===== config.mk =====
export PLATFORM = sky130hd
export DESIGN_NAME = msfc_core
export DESIGN_NICKNAME = d
export VERILOG_FILES = /design/src/pkg/msfc_pkg.sv /design/src/core/msfc_core.sv
export SDC_FILE = /design/constraint.sdc
export NUM_CORES = 1
export LEC_CHECK = 0
export BUFFER_PORTS_ARGS = -buffer_cell sky130_fd_sc_hd__buf_2
export CELL_PAD_IN_SITES_DETAIL_PLACEMENT = 0
export CELL_PAD_IN_SITES_GLOBAL_PLACEMENT = 1
export CORE_UTILIZATION = 40
export DETAILED_ROUTE_END_ITERATION = 8
export GPL_TIMING_DRIVEN = 0
export PLACE_DENSITY_LB_ADDON = 0.3
export SYNTH_ARGS = -nofsm -noshare
export SYNTH_HDL_FRONTEND = slang
export SYNTH_SLANG_ARGS = --single-unit

===== constraint.sdc =====
create_clock -name clk_sys_in -period 2.7 [get_ports clk_sys_in]
set_clock_uncertainty 0.05 [all_clocks]
set_input_delay 0.54 -clock clk_sys_in [delete_from_list [all_inputs] [get_ports clk_sys_in]]
set_output_delay 0.54 -clock clk_sys_in [all_outputs]
set_load 0.005 [all_outputs]

===== src/pkg/msfc_pkg.sv =====
// package for the modem status and hardware flow control block:
// register offsets, field positions, reset values and carrier types.
// assumes a 32-bit classic wishbone bus with byte addresses on wb_adr_in.
package msfc_pkg;
  // register byte offsets, one aligned word each
  localparam logic [7:0] ADR_MODEM_LINE_STATUS = 8'h00;
  localparam logic [7:0] ADR_SCRATCH_STORAGE = 8'h04;
  localparam logic [7:0] ADR_ENHANCED_FEATURE = 8'h08;
  localparam logic [7:0] ADR_IRQ_STATUS = 8'h0C;
  localparam logic [7:0] ADR_IRQ_MASK = 8'h10;
  localparam logic [7:0] ADR_FLOW_CONFIG = 8'h14;
  localparam logic [7:0] ADR_FLOW_CHARS = 8'h18;
  // enhanced feature control field positions
  localparam int EFC_AUTO_CTS = 7;
  localparam int EFC_AUTO_RTS = 6;
  // flow config fields: trigger select [1:0], manual rts [2]
  localparam int FCFG_MANUAL_RTS = 2;
  // irq status / mask bit positions
  localparam int IRQ_MODEM = 0;
  localparam int IRQ_RX_TRIG = 1;
  // reset values
  localparam logic [7:0] EFC_RESET = 8'h00;
  localparam logic [7:0] SCRATCH_RESET = 8'h00;
  localparam logic [2:0] FCFG_RESET = 3'h0;
  localparam logic [1:0] IRQ_MASK_RESET = 2'h0;
  localparam logic [15:0] CHARS_RESET = 16'h0000;
  // receive fifo trigger levels, selected by trigger select
  localparam logic [6:0] TRIG_LVL_0 = 7'h08;
  localparam logic [6:0] TRIG_LVL_1 = 7'h10;
  localparam logic [6:0] TRIG_LVL_2 = 7'h38;
  localparam logic [6:0] TRIG_LVL_3 = 7'h3C;
  // software flow selection for one direction
  typedef enum logic [1:0] {
    MSFC_SW_NONE = 2'h0,
    MSFC_SW_FIRST = 2'h1,
    MSFC_SW_SECOND = 2'h2,
    MSFC_SW_BOTH = 2'h3
  } msfc_sw_mode_t;
  // handshake pins from the modem, all active low
  typedef struct packed {
    logic cd_n;
    logic ri_n;
    logic dsr_n;
    logic cts_n;
  } msfc_pins_t;
endpackage


===== src/core/msfc_core.sv =====
// modem status change detection, scratch storage and hardware flow control
// for one uart channel, reached over a classic wishbone slave.
// assumes modem pins and fifo level are synchronous to clk_sys_in.
//
// Function
// - dsr change sets its flag until read
// - cts change sets flag bit 0
// - any change flag raises modem interrupt
// - eight-bit scratch register, no side effects
// - auto cts halts transmit while cts high
// - auto rts interrupts at programmed trigger level
// - auto rts raises rts at next level
// - rts drops below next lower level
// - without auto rts, rts follows manual setting
// - auto rts bit reads back flow status; here it reads back as written, and flow status reads from flow config bit 8
// - low feature bits choose software flow modes
// - dual characters are matched in order
// - both auto flow enables reset to zero
// - current character finishes before pausing
//
// Chosen here: register access over Wishbone and the address map.
`timescale 1ns/100ps
`default_nettype none
module msfc_core (
  input wire logic clk_sys_in,
  input wire logic rst_in,
  input wire logic wb_cyc_in,
  input wire logic wb_stb_in,
  input wire logic wb_we_in,
  input wire logic [7:0] wb_adr_in,
  input wire logic [3:0] wb_sel_in,
  input wire logic [31:0] wb_dat_in,
  output logic [31:0] wb_dat_out,
  output logic wb_ack_out,
  input wire msfc_pkg::msfc_pins_t pins_in,
  input wire logic [6:0] rx_level_in,
  input wire logic tx_busy_in,
  input wire logic rx_char_valid_in,
  input wire logic [7:0] rx_char_in,
  output logic rts_n_out,
  output logic tx_hold_out,
  output logic modem_int_out,
  output logic irq_out,
  output logic sw_match_out,
  output logic [1:0] sw_tx_mode_out,
  output logic [1:0] sw_rx_mode_out
);

  ////////////////////////////////////////////////////////////////////////////
  // state
  logic ack_q; // one-cycle bus answer
  logic [31:0] rdata_q; // registered read data
  logic [3:0] delta_q; // change flags cd, ri, dsr, cts
  logic [3:0] delta_d;
  msfc_pkg::msfc_pins_t prev_q; // last sampled pins
  logic primed_q; // prev_q holds a real sample
  logic [7:0] scratch_q; // scratch storage
  logic [7:0] efc_q; // enhanced feature control
  logic [2:0] fcfg_q; // trigger select and manual rts
  logic [1:0] irq_stat_q; // sticky events
  logic [1:0] irq_mask_q; // event enables
  logic [15:0] chars_q; // flow characters, first in low byte
  logic hold_q; // transmitter paused
  logic rts_flow_q; // auto rts holding the far end off
  logic at_trig_q; // level was at trigger last cycle
  logic half_q; // first of a dual pair seen
  logic match_q; // software character match pulse
  logic req; // bus request waiting for its answer
  logic wr_en; // write takes effect this edge
  logic rd_msr; // modem status read takes effect this edge
  logic [3:0] chg; // pin changes this cycle
  logic [6:0] upper_lvl; // rts rises at this level
  logic [6:0] lower_lvl; // rts falls below this level
  logic [6:0] prog_lvl; // programmed trigger
  logic trig_evt; // fifo reached the trigger
  logic [1:0] irq_set; // events this cycle

  ////////////////////////////////////////////////////////////////////////////
  // helpers
  // trigger level for a two-bit select
  function automatic logic [6:0] trig_lvl(input logic [1:0] sel);
    case (sel)
      2'h0: trig_lvl = msfc_pkg::TRIG_LVL_0;
      2'h1: trig_lvl = msfc_pkg::TRIG_LVL_1;
      2'h2: trig_lvl = msfc_pkg::TRIG_LVL_2;
      default: trig_lvl = msfc_pkg::TRIG_LVL_3;
    endcase
  endfunction

  // two control bits into a mode; bit order puts the first char in bit 1
  function automatic msfc_pkg::msfc_sw_mode_t sw_mode(input logic [1:0] bits);
    case (bits)
      2'h0: sw_mode = msfc_pkg::MSFC_SW_NONE;
      2'h2: sw_mode = msfc_pkg::MSFC_SW_FIRST;
      2'h1: sw_mode = msfc_pkg::MSFC_SW_SECOND;
      default: sw_mode = msfc_pkg::MSFC_SW_BOTH;
    endcase
  endfunction

  ////////////////////////////////////////////////////////////////////////////
  // wishbone slave: answer one cycle after the request, for any address
  // a write commits at the edge where the master samples ack high, so a
  // write that is dropped before its answer never touches a register
  assign req = wb_cyc_in & wb_stb_in & ~ack_q;
  assign wr_en = wb_cyc_in & wb_stb_in & wb_we_in & ack_q;
  assign rd_msr = req & ~wb_we_in & (wb_adr_in == msfc_pkg::ADR_MODEM_LINE_STATUS);

  // ack drops the cycle after it was given
  always_ff @(posedge clk_sys_in or posedge rst_in) begin
    if (rst_in) begin
      ack_q <= 1'b0;
    end else begin
      ack_q <= req;
    end
  end

  // read mux, captured together with the ack; unmapped reads give zero
  always_ff @(posedge clk_sys_in or posedge rst_in) begin
    if (rst_in) begin
      rdata_q <= 32'h00000000;
    end else if (req & ~wb_we_in) begin
      case (wb_adr_in)
        msfc_pkg::ADR_MODEM_LINE_STATUS: begin
          // pin levels inverted, change flags below
          rdata_q <= {24'h000000, ~pins_in, delta_q};
        end
        msfc_pkg::ADR_SCRATCH_STORAGE: rdata_q <= {24'h000000, scratch_q};
        msfc_pkg::ADR_ENHANCED_FEATURE: begin
          // enable reads back as written; live flow state sits in flow config
          rdata_q <= {24'h000000, efc_q};
        end
        msfc_pkg::ADR_IRQ_STATUS: rdata_q <= {30'h0, irq_stat_q};
        msfc_pkg::ADR_IRQ_MASK: rdata_q <= {30'h0, irq_mask_q};
        msfc_pkg::ADR_FLOW_CONFIG: rdata_q <= {23'h0, rts_flow_q, 5'h00, fcfg_q};
        msfc_pkg::ADR_FLOW_CHARS: rdata_q <= {16'h0000, chars_q};
        default: rdata_q <= 32'h00000000;
      endcase
    end
  end

  assign wb_ack_out = ack_q;
  assign wb_dat_out = rdata_q;

  ////////////////////////////////////////////////////////////////////////////
  // software-written registers, byte 0 lane unless noted
  always_ff @(posedge clk_sys_in or posedge rst_in) begin
    if (rst_in) begin
      scratch_q <= msfc_pkg::SCRATCH_RESET;
      efc_q <= msfc_pkg::EFC_RESET;
      fcfg_q <= msfc_pkg::FCFG_RESET;
      irq_mask_q <= msfc_pkg::IRQ_MASK_RESET;
      chars_q <= msfc_pkg::CHARS_RESET;
    end else if (wr_en & wb_sel_in[0]) begin
      case (wb_adr_in)
        msfc_pkg::ADR_SCRATCH_STORAGE: scratch_q <= wb_dat_in[7:0];
        msfc_pkg::ADR_ENHANCED_FEATURE: efc_q <= wb_dat_in[7:0];
        msfc_pkg::ADR_FLOW_CONFIG: fcfg_q <= wb_dat_in[2:0];
        msfc_pkg::ADR_IRQ_MASK: irq_mask_q <= wb_dat_in[1:0];
        msfc_pkg::ADR_FLOW_CHARS: begin
          chars_q[7:0] <= wb_dat_in[7:0];
          if (wb_sel_in[1]) begin
            chars_q[15:8] <= wb_dat_in[15:8];
          end
        end
        default: ;
      endcase
    end
  end

  ////////////////////////////////////////////////////////////////////////////
  // modem status change flags
  // ri flags only its trailing edge: the pin going from low back to high
  assign chg = primed_q ? {prev_q.cd_n ^ pins_in.cd_n, ~prev_q.ri_n & pins_in.ri_n,
                           prev_q.dsr_n ^ pins_in.dsr_n, prev_q.cts_n ^ pins_in.cts_n}
                        : 4'h0;

  // a change in the reading cycle survives the clear
  assign delta_d = (delta_q & {4{~rd_msr}}) | chg;

  // first sample after reset only primes, so reset does not fake a change
  always_ff @(posedge clk_sys_in or posedge rst_in) begin
    if (rst_in) begin
      prev_q <= '1;
      primed_q <= 1'b0;
      delta_q <= 4'h0;
    end else begin
      prev_q <= pins_in;
      primed_q <= 1'b1;
      delta_q <= delta_d;
    end
  end

  assign modem_int_out = |delta_q;

  ////////////////////////////////////////////////////////////////////////////
  // automatic cts: pause only between characters
  always_ff @(posedge clk_sys_in or posedge rst_in) begin
    if (rst_in) begin
      hold_q <= 1'b0;
    end else if (~efc_q[msfc_pkg::EFC_AUTO_CTS] | ~pins_in.cts_n) begin
      hold_q <= 1'b0;
    end else if (~tx_busy_in) begin
      hold_q <= 1'b1;
    end
  end

  assign tx_hold_out = hold_q;

  ////////////////////////////////////////////////////////////////////////////
  // automatic rts with hysteresis between neighbouring trigger levels
  assign prog_lvl = trig_lvl(fcfg_q[1:0]);
  assign upper_lvl = (fcfg_q[1:0] == 2'h3) ? msfc_pkg::TRIG_LVL_3 : trig_lvl(fcfg_q[1:0] + 2'h1);
  // the lowest select has no lower neighbour, so it falls below itself
  assign lower_lvl = (fcfg_q[1:0] == 2'h0) ? msfc_pkg::TRIG_LVL_0 : trig_lvl(fcfg_q[1:0] - 2'h1);

  // stays set between the two levels so rts does not chatter
  always_ff @(posedge clk_sys_in or posedge rst_in) begin
    if (rst_in) begin
      rts_flow_q <= 1'b0;
    end else if (~efc_q[msfc_pkg::EFC_AUTO_RTS]) begin
      rts_flow_q <= 1'b0;
    end else if (rx_level_in >= upper_lvl) begin
      rts_flow_q <= 1'b1;
    end else if (rx_level_in < lower_lvl) begin
      rts_flow_q <= 1'b0;
    end
  end

  // pin is high after reset because manual rts resets to zero
  assign rts_n_out = rts_flow_q | ~fcfg_q[msfc_pkg::FCFG_MANUAL_RTS];

  // trigger event on the rising crossing only
  always_ff @(posedge clk_sys_in or posedge rst_in) begin
    if (rst_in) begin
      at_trig_q <= 1'b0;
    end else begin
      at_trig_q <= rx_level_in >= prog_lvl;
    end
  end

  assign trig_evt = efc_q[msfc_pkg::EFC_AUTO_RTS] & (rx_level_in >= prog_lvl) & ~at_trig_q;

  ////////////////////////////////////////////////////////////////////////////
  // interrupt status: write one to clear, a new event wins over the clear
  assign irq_set = {trig_evt, |chg};

  always_ff @(posedge clk_sys_in or posedge rst_in) begin
    if (rst_in) begin
      irq_stat_q <= 2'h0;
    end else if (wr_en & wb_sel_in[0] & (wb_adr_in == msfc_pkg::ADR_IRQ_STATUS)) begin
      irq_stat_q <= (irq_stat_q & ~wb_dat_in[1:0]) | irq_set;
    end else begin
      irq_stat_q <= irq_stat_q | irq_set;
    end
  end

  assign irq_out = |(irq_stat_q & irq_mask_q);

  ////////////////////////////////////////////////////////////////////////////
  // software flow selection and receive character matching
  assign sw_tx_mode_out = sw_mode(efc_q[3:2]);
  assign sw_rx_mode_out = sw_mode(efc_q[1:0]);

  // dual mode needs first char then second char, back to back
  always_ff @(posedge clk_sys_in or posedge rst_in) begin
    if (rst_in) begin
      half_q <= 1'b0;
      match_q <= 1'b0;
    end else begin
      match_q <= 1'b0;
      if (rx_char_valid_in) begin
        half_q <= 1'b0;
        case (sw_mode(efc_q[1:0]))
          msfc_pkg::MSFC_SW_FIRST: match_q <= rx_char_in == chars_q[7:0];
          msfc_pkg::MSFC_SW_SECOND: match_q <= rx_char_in == chars_q[15:8];
          msfc_pkg::MSFC_SW_BOTH: begin
            if (half_q & (rx_char_in == chars_q[15:8])) begin
              match_q <= 1'b1;
            end else begin
              half_q <= rx_char_in == chars_q[7:0];
            end
          end
          default: ;
        endcase
      end
    end
  end

  assign sw_match_out = match_q;
endmodule
`default_nettype wire


-- Word-level counts from Yosys, hierarchy flattened
Cells that the tools add are included.
- multiplexer cells: 21
- $lt $le $gt $ge: 3
- equal/unequal tests: 24
- $mul: 0
- div/mod/pow operators: 0
- shift-type cells: 0
- add/subtract/negate cells: 2
- bitwise operators: 33
- reductions and logical operators: 15
- operators with widths (kind ; count):
    $pmux 16 s7 ; 1
    $pmux 6 s3 ; 3
    $eq 8x5->1 const B ; 3
    $eq 2x2->1 const B ; 8
    $eq 8x4->1 const B ; 2
    $eq 8x8->1 ; 2
    $ge 7x7->1 ; 2
    $mux 7 ; 2
    $and 1x1->1 ; 12
    $eq 2x1->1 const B ; 6
    $pmux 2 s3 ; 2
    $logic_not 2->1 ; 5
    $reduce_and 2->1 ; 5
    $mux 1 ; 9
    $eq 8x3->1 const B ; 1
    $logic_not 8->1 ; 1
    $not 1->1 ; 8
    $reduce_or 4->1 ; 2
    $lt 7x7->1 ; 1
    $and 2x2->2 ; 2
    $and 4x4->4 ; 1
    $mux 2 ; 2
    $mux 4 ; 1
    $not 4->4 ; 1
    12 further kinds ; 16
- memories: 0
- bits in latches: 0
- logic and storage cells: 118
- RAM bits: 0
- output and inout bits: 42
- input port bits: 70
- bits in read-only memories: 0
- register bits: 86

-- Longest topological paths before layout
Gate-level depths: netlist of the first run.
- word-level depth: 8
- gate-level depth with buffers: 7
- depth with buffers taken out: 7

-- Least setup slack after synthesis of the first run
Ideal clock, no wire load.
- path kind: in2reg
- start point: in wb_adr_in[4]
- end point: reg chars_q[8]
- slack: 631 ps
- library setup time: 128 ps
- arrival time: 1891 ps
- data required time: 2522 ps
- path buffers: 1
- stages on the path: 5
- cells stage by stage: buf_2 or4b_4 nor3_4 nand3_4 mux2_1
- word-level cells in the longest chain between the ends: 2
- RTL lines (element ; line ; source):
    start, declared ; msfc_core.sv:30 ; input wire logic [7:0] wb_adr_in,
    $eq 8x5->1 ; msfc_core.sv:154 ; case (wb_adr_in)
    $reduce_and 3->1 (no source line) ; -- ;
    end signal, assigned ; msfc_core.sv:152 ; chars_q <= msfc_pkg::CHARS_RESET;
    end signal, assigned ; msfc_core.sv:162 ; chars_q[15:8] <= wb_dat_in[15:8];
    end, declared ; msfc_core.sv:62 ; logic [15:0] chars_q;
No other way between the ends.
A chain may end at the register's enable or synchronous reset.

-- Worst setup path in the final report of the first run
- start point: in wb_adr_in[2]
- end point: reg efc_q[3]
- word-level cells in the longest chain between the ends: 2
- RTL lines (element ; line ; source):
    $eq 8x4->1 ; msfc_core.sv:154 ;
    $reduce_and 2->1 (no source line) ; -- ;
    end signal, assigned ; msfc_core.sv:149 ; efc_q <= msfc_pkg::EFC_RESET;
    end signal, assigned ; msfc_core.sv:156 ; msfc_pkg::ADR_ENHANCED_FEATURE: efc_q <= wb_dat_in[7:0];
    end, declared ; msfc_core.sv:58 ; logic [7:0] efc_q;
No other way between the ends.

==> summary.md, run 1 <==
| Metric | Value |
|---|---|
| Critical path class | input pin to flop |
| Worst reg2reg path startpoint | wb_ack_out |
| Pre-Repair DR Iteration Count | 4 |
| Area of all placed cells without fillers | 4500 sq um |
| CP Max Fanout | 8 |
| Final worst path period need | 2.09 ns |
| Number of port buffers | 75 |
| Weighted congestion at the end of routability-driven global placement | 0.896 |
| Number of synthesized flops with an enable pin | 0 |
| Remaining max-slew budget at the tightest pin | 0.422 |
| Clock tree sinks | 70 |
| Cell at the root of the clock tree | sky130_fd_sc_hd__clkbuf_8 |
| Max-slew violation count | 0 |
| Clock-pin transition on the worst setup and hold timing paths | 0.07 ns |
| Clock tree from TritonCTS | yes |
| Power Density | 467 nW/um^2 |
| Net Sw Power | 524 uW |
| Proportion of power drawn by flip-flops and latches | 0.510 |
| Layout fillers | 848 |
| Maximum number of pins on one net before global-route repair | 71 |
| Clk_lat worst skew | 0.35 ns |
| Part of the power in the clock network | 0.388 |
| Leak | 2.26 nW |
| Fraction of post-synthesis cell area in the top cell type by area | 0.441 |
| Detailed Place HPWL | 7070 um |
| Hold crit path type | input pin to flop |
| Setup Viol. Count Final | 0 |
| Number of antenna cells inserted | 0 |
| Final Hold Vio Count | 0 |
| Startpoint type of the worst setup path | input pin |
| Hold-fix buffers, CTS | 0 |
| Placed cell area | 4320 sq um |
| Post-layout util | 0.507 |
| Fraction of registers with async set or reset after synthesis | 1.00 |
| Worst Min Path Start | pins_in[3] |
| Post-route DRC violation count | 0 |
| Starting density of the core | 0.422 |
| Switching portion of total power | 0.249 |
| Highest achievable clock rate | 479 MHz |
| Routed WL | 9170 um |
| Setup repair after global routing missed its margin | no |
| Antenna violations before repair | 0 |
| Part of the power in combinational logic | 0.102 |
| Number of rows created at floorplan | 34 |
| Launch point of the worst path | wb_adr_in[2] |
| Bufs on Longest Clock Path | 2 |
| Worst endpoint data arrival time | 2.27 ns |
| Area overhead of the layout relative to synthesis | 20.2% |
| Crit end category | flop |
| Yosys reg bits | 70 |
| PnR Total Power | 2.11 mW |
| VDD IR max | 238 uV |
| Status | finished, final reports clean |
| Via count | 2883 |
| Average wire per standard cell | 16.7 um |
| Portion of the clock cycle consumed by the worst path in the final layout | 0.773 |
| Number of nets still failing antenna checks after routing | 0 |
| GRT Util Overall | 0.200 |
| Average footprint of a synthesized cell | 11.2 sq um |
| Number of top-level pins | 112 |
| Die extent in y | 98.8 um |
| Cell area after synthesis | 3750 sq um |
| Vias in the first global route | 2754 |
| Cell with the most instances after synthesis | sky130_fd_sc_hd__dfrtp_1 |
| Count of different cell masters after synthesis | 59 |
| Number of maximum-capacitance constraint violations | 0 |
| Share of post-route cells with drive strength above 1 | 0.358 |
| Internal Pwr Total | 1.58 mW |
| Core Region | 8890 sq um |
| Post-CTS resize count | 0 |
| Sequential cell area fraction in the yosys report | 0.469 |
| Count of yosys warnings during synthesis | 0 |
| Vias per cell | 5.25 |
| Number of buffers added for setup after CTS | 0 |
| Iteration-0 DRC Markers | 118 |
| Final TNS setup | 0 ns |
| Horiz. Die Dim | 98.8 um |
| Total clock buffers created by CTS | 9 |
| Dominant register cell in the synthesized netlist | sky130_fd_sc_hd__dfrtp_1 |
| Layout net count | 517 |
| Actual transition at the worst max-transition pin | 0.867 ns |
| Placed cells | 533 |
| Maximum level of the CTS H-tree | 3 |
| Most common library cells after synthesis | sky130_fd_sc_hd__dfrtp_1, sky130_fd_sc_hd__mux2_2, sky130_fd_sc_hd__nor2_1, sky130_fd_sc_hd__buf_4, sky130_fd_sc_hd__xor2_1 |
| Main area contributors after synthesis | sky130_fd_sc_hd__dfrtp_1, sky130_fd_sc_hd__mux2_2, sky130_fd_sc_hd__xor2_1 |
| Aggregate global routing overflow | 0 |
| Post-synthesis instance total | 334 |
| Global-route wire length before repair | 14600 um |
| Number of non-filler instances in the completed layout | 549 |
| Req. time, crit path | 2.89 ns |
| Die Area | 9760 sq um |
| Synth area leader | sky130_fd_sc_hd__dfrtp_1 |
-- cells by family after synthesis --
logic type,after synthesis,synth area share
AOI/OAI and AO/OA,60,0.123
xor gates and xnor gates,19,0.0444
adders and majority gates,11,0.0367
buffers and inverters,45,0.0617
DFF,70,0.469
muxes,42,0.128
other,2,0.00200
and+or+nand+nor,85,0.136
-- critical path, cell delays in order --
cell                       delay (ns)
sky130_fd_sc_hd__clkbuf_1        0.19
sky130_fd_sc_hd__nor4b_4         0.60
sky130_fd_sc_hd__nand3_1         0.51
sky130_fd_sc_hd__mux2_2          0.43
-- stage by stage --
step / hold slack, ns / setup slack (ns)
floorplan: 0.413 / 0.348
global placement: 0.417 / -0.453
detailed placement: 0.420 / 0.189
CTS: 0.262 / 0.557
global route: 0.253 / 0.440
finish: 0.269 / 0.612
-- layer usage --
layer / up-vias / track usage / wire length [um]
li1: 1389 / - / -
met1: 1399 / 0.271 / 4350
met2: 82 / 0.319 / 4310
met3: 13 / 0.0319 / 331
met4: 0 / 0.0884 / 176
met5: - / 0 / 0
-- final timing paths --
check	cells after the start	endpoint	slack [ns]
max	4	efc_q[3]	0.61
min	1	prev_q[3]	0.27
max reg2reg	5	wb_dat_out[0]	0.68
min reg2reg	2	wb_dat_out[3]	0.43
max in group asynchronous	2	irq_stat_q[0]	1.71
min in group asynchronous	2	wb_dat_out[15]	0.31
-- flip-flops by register name, summed over array words and instances, names as in the netlist, 2 cells and up --
name,flops
delta_q,4
prev_q,4
irq_mask_q,2
irq_stat_q,2
efc_q,8
fcfg_q,3
wb_dat_out,16
scratch_q,8
chars_q,16
-- final cells by class --
type | count | area, sq um | area share
inverters | 14 | 55.1 | 0.0122
clock inverters | 4 | 47.5 | 0.0106
multi-input cells | 235 | 1820 | 0.404
clock buffers | 12 | 135 | 0.0300
repair buffers | 75 | 375 | 0.0833
well taps | 108 | 135 | 0.0300
flip-flops and latches | 70 | 1760 | 0.390
plain buffers | 31 | 179 | 0.0397
-- cells in the final DEF, fill, tap and decap left out, types with 5 or more instances in the layout --
cell type / netlist / routed
sky130_fd_sc_hd__buf_2: 2 / 77
sky130_fd_sc_hd__dfrtp_1: 66 / 66
sky130_fd_sc_hd__mux2_2: 37 / 37
sky130_fd_sc_hd__conb_1: 2 / 18
sky130_fd_sc_hd__nor2_1: 17 / 17
sky130_fd_sc_hd__xor2_1: 16 / 16
sky130_fd_sc_hd__buf_4: 16 / 16
sky130_fd_sc_hd__clkbuf_1: 12 / 15
sky130_fd_sc_hd__inv_1: 14 / 13
sky130_fd_sc_hd__a22o_1: 13 / 13
sky130_fd_sc_hd__nand2_1: 13 / 13
sky130_fd_sc_hd__ha_1: 11 / 11
sky130_fd_sc_hd__nand3_1: 10 / 10
sky130_fd_sc_hd__nor3_1: 9 / 9
sky130_fd_sc_hd__clkbuf_8: 0 / 9
sky130_fd_sc_hd__o21ai_0: 6 / 6
sky130_fd_sc_hd__o31ai_1: 6 / 6
sky130_fd_sc_hd__nand2b_1: 5 / 5
sky130_fd_sc_hd__nor2b_1: 5 / 5
sky130_fd_sc_hd__o2bb2ai_1: 5 / 5
-- power by group through the flow --
stage	clock, mW	combinational [mW]	sequential, mW
after floorplan	0	0.121	1.09
after global placement	0	0.212	1.09
after detailed placement	0	0.217	1.09
after CTS	0.828	0.218	1.07
after global routing	0.881	0.243	1.08
final	0.817	0.215	1.07
Note: power is estimated with default switching activity, not from simulation.
==> run 2: changes to the inputs <==
--- a/config.mk
+++ b/config.mk
@@ -8,7 +8,7 @@
 export BUFFER_PORTS_ARGS = -buffer_cell sky130_fd_sc_hd__buf_2
 export CELL_PAD_IN_SITES_DETAIL_PLACEMENT = 0
 export CELL_PAD_IN_SITES_GLOBAL_PLACEMENT = 1
-export CORE_UTILIZATION = 40
+export CORE_UTILIZATION = 36
 export DETAILED_ROUTE_END_ITERATION = 8
 export GPL_TIMING_DRIVEN = 0
 export PLACE_DENSITY_LB_ADDON = 0.3
==> constraint.sdc (replaced) <==
create_clock -name clk_sys_in -period 1.7 [get_ports clk_sys_in]
set_clock_uncertainty 0.05 [all_clocks]
set_input_delay 0.34 -clock clk_sys_in [delete_from_list [all_inputs] [get_ports clk_sys_in]]
set_output_delay 0.34 -clock clk_sys_in [all_outputs]
set_load 0.005 [all_outputs]
==> summary.md, run 2 (synthesis results as in run 1) <==
| Metric | Value |
|---|---|
| Status | finished with violations |
| Failing checks | negative setup slack |
| Average wire per standard cell | 16.7 um |
| Global-route wire length before repair | 15800 um |
| Slowest-stage cell, CP | sky130_fd_sc_hd__or4_1 |
| Setup repair after global routing missed its margin | yes |
| Highest-count cells in the layout ignoring fill and taps | sky130_fd_sc_hd__buf_2, sky130_fd_sc_hd__dfrtp_1, sky130_fd_sc_hd__mux2_2, sky130_fd_sc_hd__buf_4, sky130_fd_sc_hd__conb_1 |
| Final WS setup | -0.0747 ns |
| Die extent in y | 104 um |
| Critical path's largest stage delay | 0.50 ns |
| Layout net count | 527 |
| Post-route DRC violation count | 0 |
| Total clock buffers created by CTS | 9 |
| Die Area | 10800 sq um |
| Starting density of the core | 0.377 |
| Post-layout util | 0.490 |
| Clock tree sinks | 70 |
| Final Hold Vio Count | 0 |
| Hold-fix buffers, CTS | 0 |
| Req. time, crit path | 1.31 ns |
| Area overhead of the layout relative to synthesis | 30.1% |
| Worst-case register-to-register setup slack | 0.06 ns |
| Setup Viol. Count Final | 1 |
| Clk_lat worst skew | 0.36 ns |
| Iteration-0 DRC Markers | 119 |
| Routed WL | 9770 um |
| Pre-Repair DR Iteration Count | 4 |
| Remaining max-slew budget at the tightest pin | 0.571 |
| Vias per cell | 5.08 |
| Number of top-level pins | 112 |
| Antenna violations before repair | 0 |
| Via count | 2964 |
| Highest achievable clock rate | 563 MHz |
| End of the worst register-to-register path | irq_stat_q[1] |
| Highest metal layer with signal wires | met4 |
| Clock-pin transition on the worst setup and hold timing paths | 0.08 ns |
| Maximum number of pins on one net before global-route repair | 43 |
| Number of port buffers | 75 |
| Worst endpoint data arrival time | 1.38 ns |
| Core Region | 9950 sq um |
| Clock tree from TritonCTS | yes |
| Share of post-route cells with drive strength above 1 | 0.430 |
| Power Density | 735 nW/um^2 |
| Critical path buffer and inverter count | 1 |
| Startpoint type of the worst setup path | flop |
| Detailed-routed wire length on met2 | 4580 um |
| Category of cells accounting for the largest share of critical-path delay | simple AND/OR/NAND/NOR gates |
| Weighted congestion at the end of routability-driven global placement | 0.823 |
| Number of antenna cells inserted | 0 |
| VDD IR max | 368 uV |
| Switching portion of total power | 0.251 |
| Leak | 2.41 nW |
| GRT Util Overall | 0.189 |
| Portion of the clock cycle consumed by the worst path in the final layout | 1.04 |
| Critical path class | flop to output pin |
| Final TNS setup | -0.0747 ns |
| Cell-by-cell trace of the critical path | or4_1, buf_2 |
| Proportion of power drawn by flip-flops and latches | 0.475 |
| Post-Route M1 WL | 4560 um |
| Crit end category | output pin |
| Actual transition at the worst max-transition pin | 0.643 ns |
| Part of the power in the clock network | 0.418 |
| Internal Pwr Total | 2.69 mW |
| Vias in the first global route | 3057 |
| PnR Total Power | 3.59 mW |
| Net Sw Power | 899 uW |
| Detailed Place HPWL | 7350 um |
| Max-slew violation count | 0 |
| R2R cell count | 6 |
| Number of maximum-capacitance constraint violations | 0 |
| Commonest non-fill, non-tap cell in the layout | sky130_fd_sc_hd__buf_2 |
| Routed length on met3 | 407 um |
| Number of nets still failing antenna checks after routing | 0 |
| Number of rows created at floorplan | 36 |
| Final worst path period need | 1.77 ns |
| Maximum level of the CTS H-tree | 3 |
| Cell at the root of the clock tree | sky130_fd_sc_hd__clkbuf_8 |
| CP Max Fanout | 2 |
| Bufs on Longest Clock Path | 2 |
| Worst reg2reg path startpoint | fcfg_q[1] |
| Hold crit path type | input pin to async pin |
| Horiz. Die Dim | 104 um |
| Aggregate global routing overflow | 0 |
| Part of the power in combinational logic | 0.106 |
[run 2: changes by cell type in the layout (fill, tap and decap cells not counted), sizes merged]
| cell | change |
|---|---|
| clkinvlp | +2 |
| buf | +11 |
| bufinv | +1 |
| clkbuf | -4 |
[run 2: repair_timing]
action | in CTS | in global routing
gates cloned | 0 | 0
pin swaps | 5 | 12
resized for setup | 17 | 27
endpoints found under the setup margin | 51 | 54
setup buffers | 6 | 3
[run 2: final cells by class]
class / count / area (sq um)
sequential: 70 / 1760
clock inverter: 7 / 97.6
tap: 133 / 166
buffer: 31 / 196
inverter: 14 / 56.3
multi-input combinational: 235 / 1980
timing repair buffer: 85 / 497
clock buffer: 9 / 124
fill: 984 / 5080
[run 2: metrics by stage]
step | hold WS [ns] | instances | setup WS, ns | area (sq um)
6_report | 0.00846 | 584 | -0.0747 | 4880
4_1_cts | 0.0301 | 581 | -0.107 | 4740
3_3_place_gp | 0.420 | 558 | -0.688 | 4370
3_5_place_dp | 0.413 | 559 | -0.706 | 4390
2_1_floorplan | 0.294 | 350 | -0.164 | 3830
5_1_grt | 0.0515 | 584 | -0.133 | 4880
[run 2: routing by layer]
metal | up-vias | GRT usage
met4 | 0 | 0.0735
met5 | - | 0
met2 | 90 | 0.305
met3 | 20 | 0.0432
met1 | 1443 | 0.246
li1 | 1411 | -
[run 2: power groups by stage]
stage / Sequential [mW] / Combinational, mW / Clock, mW
floorplan: 1.74 / 0.195 / 0
global placement: 1.74 / 0.344 / 0
detailed placement: 1.74 / 0.354 / 0
CTS: 1.70 / 0.369 / 1.52
global route: 1.71 / 0.427 / 1.59
finish: 1.71 / 0.382 / 1.50
[run 2: worst max path at each step]
| stage | start | to | slack (ns) | cells after the start |
|---|---|---|---|---|
| CTS | delta_q[3] | modem_int_out | -0.11 | 2 |
| floorplan | wb_adr_in[4] | chars_q[8] | -0.16 | 5 |
| global placement | wb_adr_in[2] | efc_q[1] | -0.69 | 4 |
| detailed placement | wb_adr_in[2] | efc_q[7] | -0.71 | 4 |
| finish | delta_q[2] | modem_int_out | -0.07 | 2 |
| global route | delta_q[3] | modem_int_out | -0.13 | 2 |
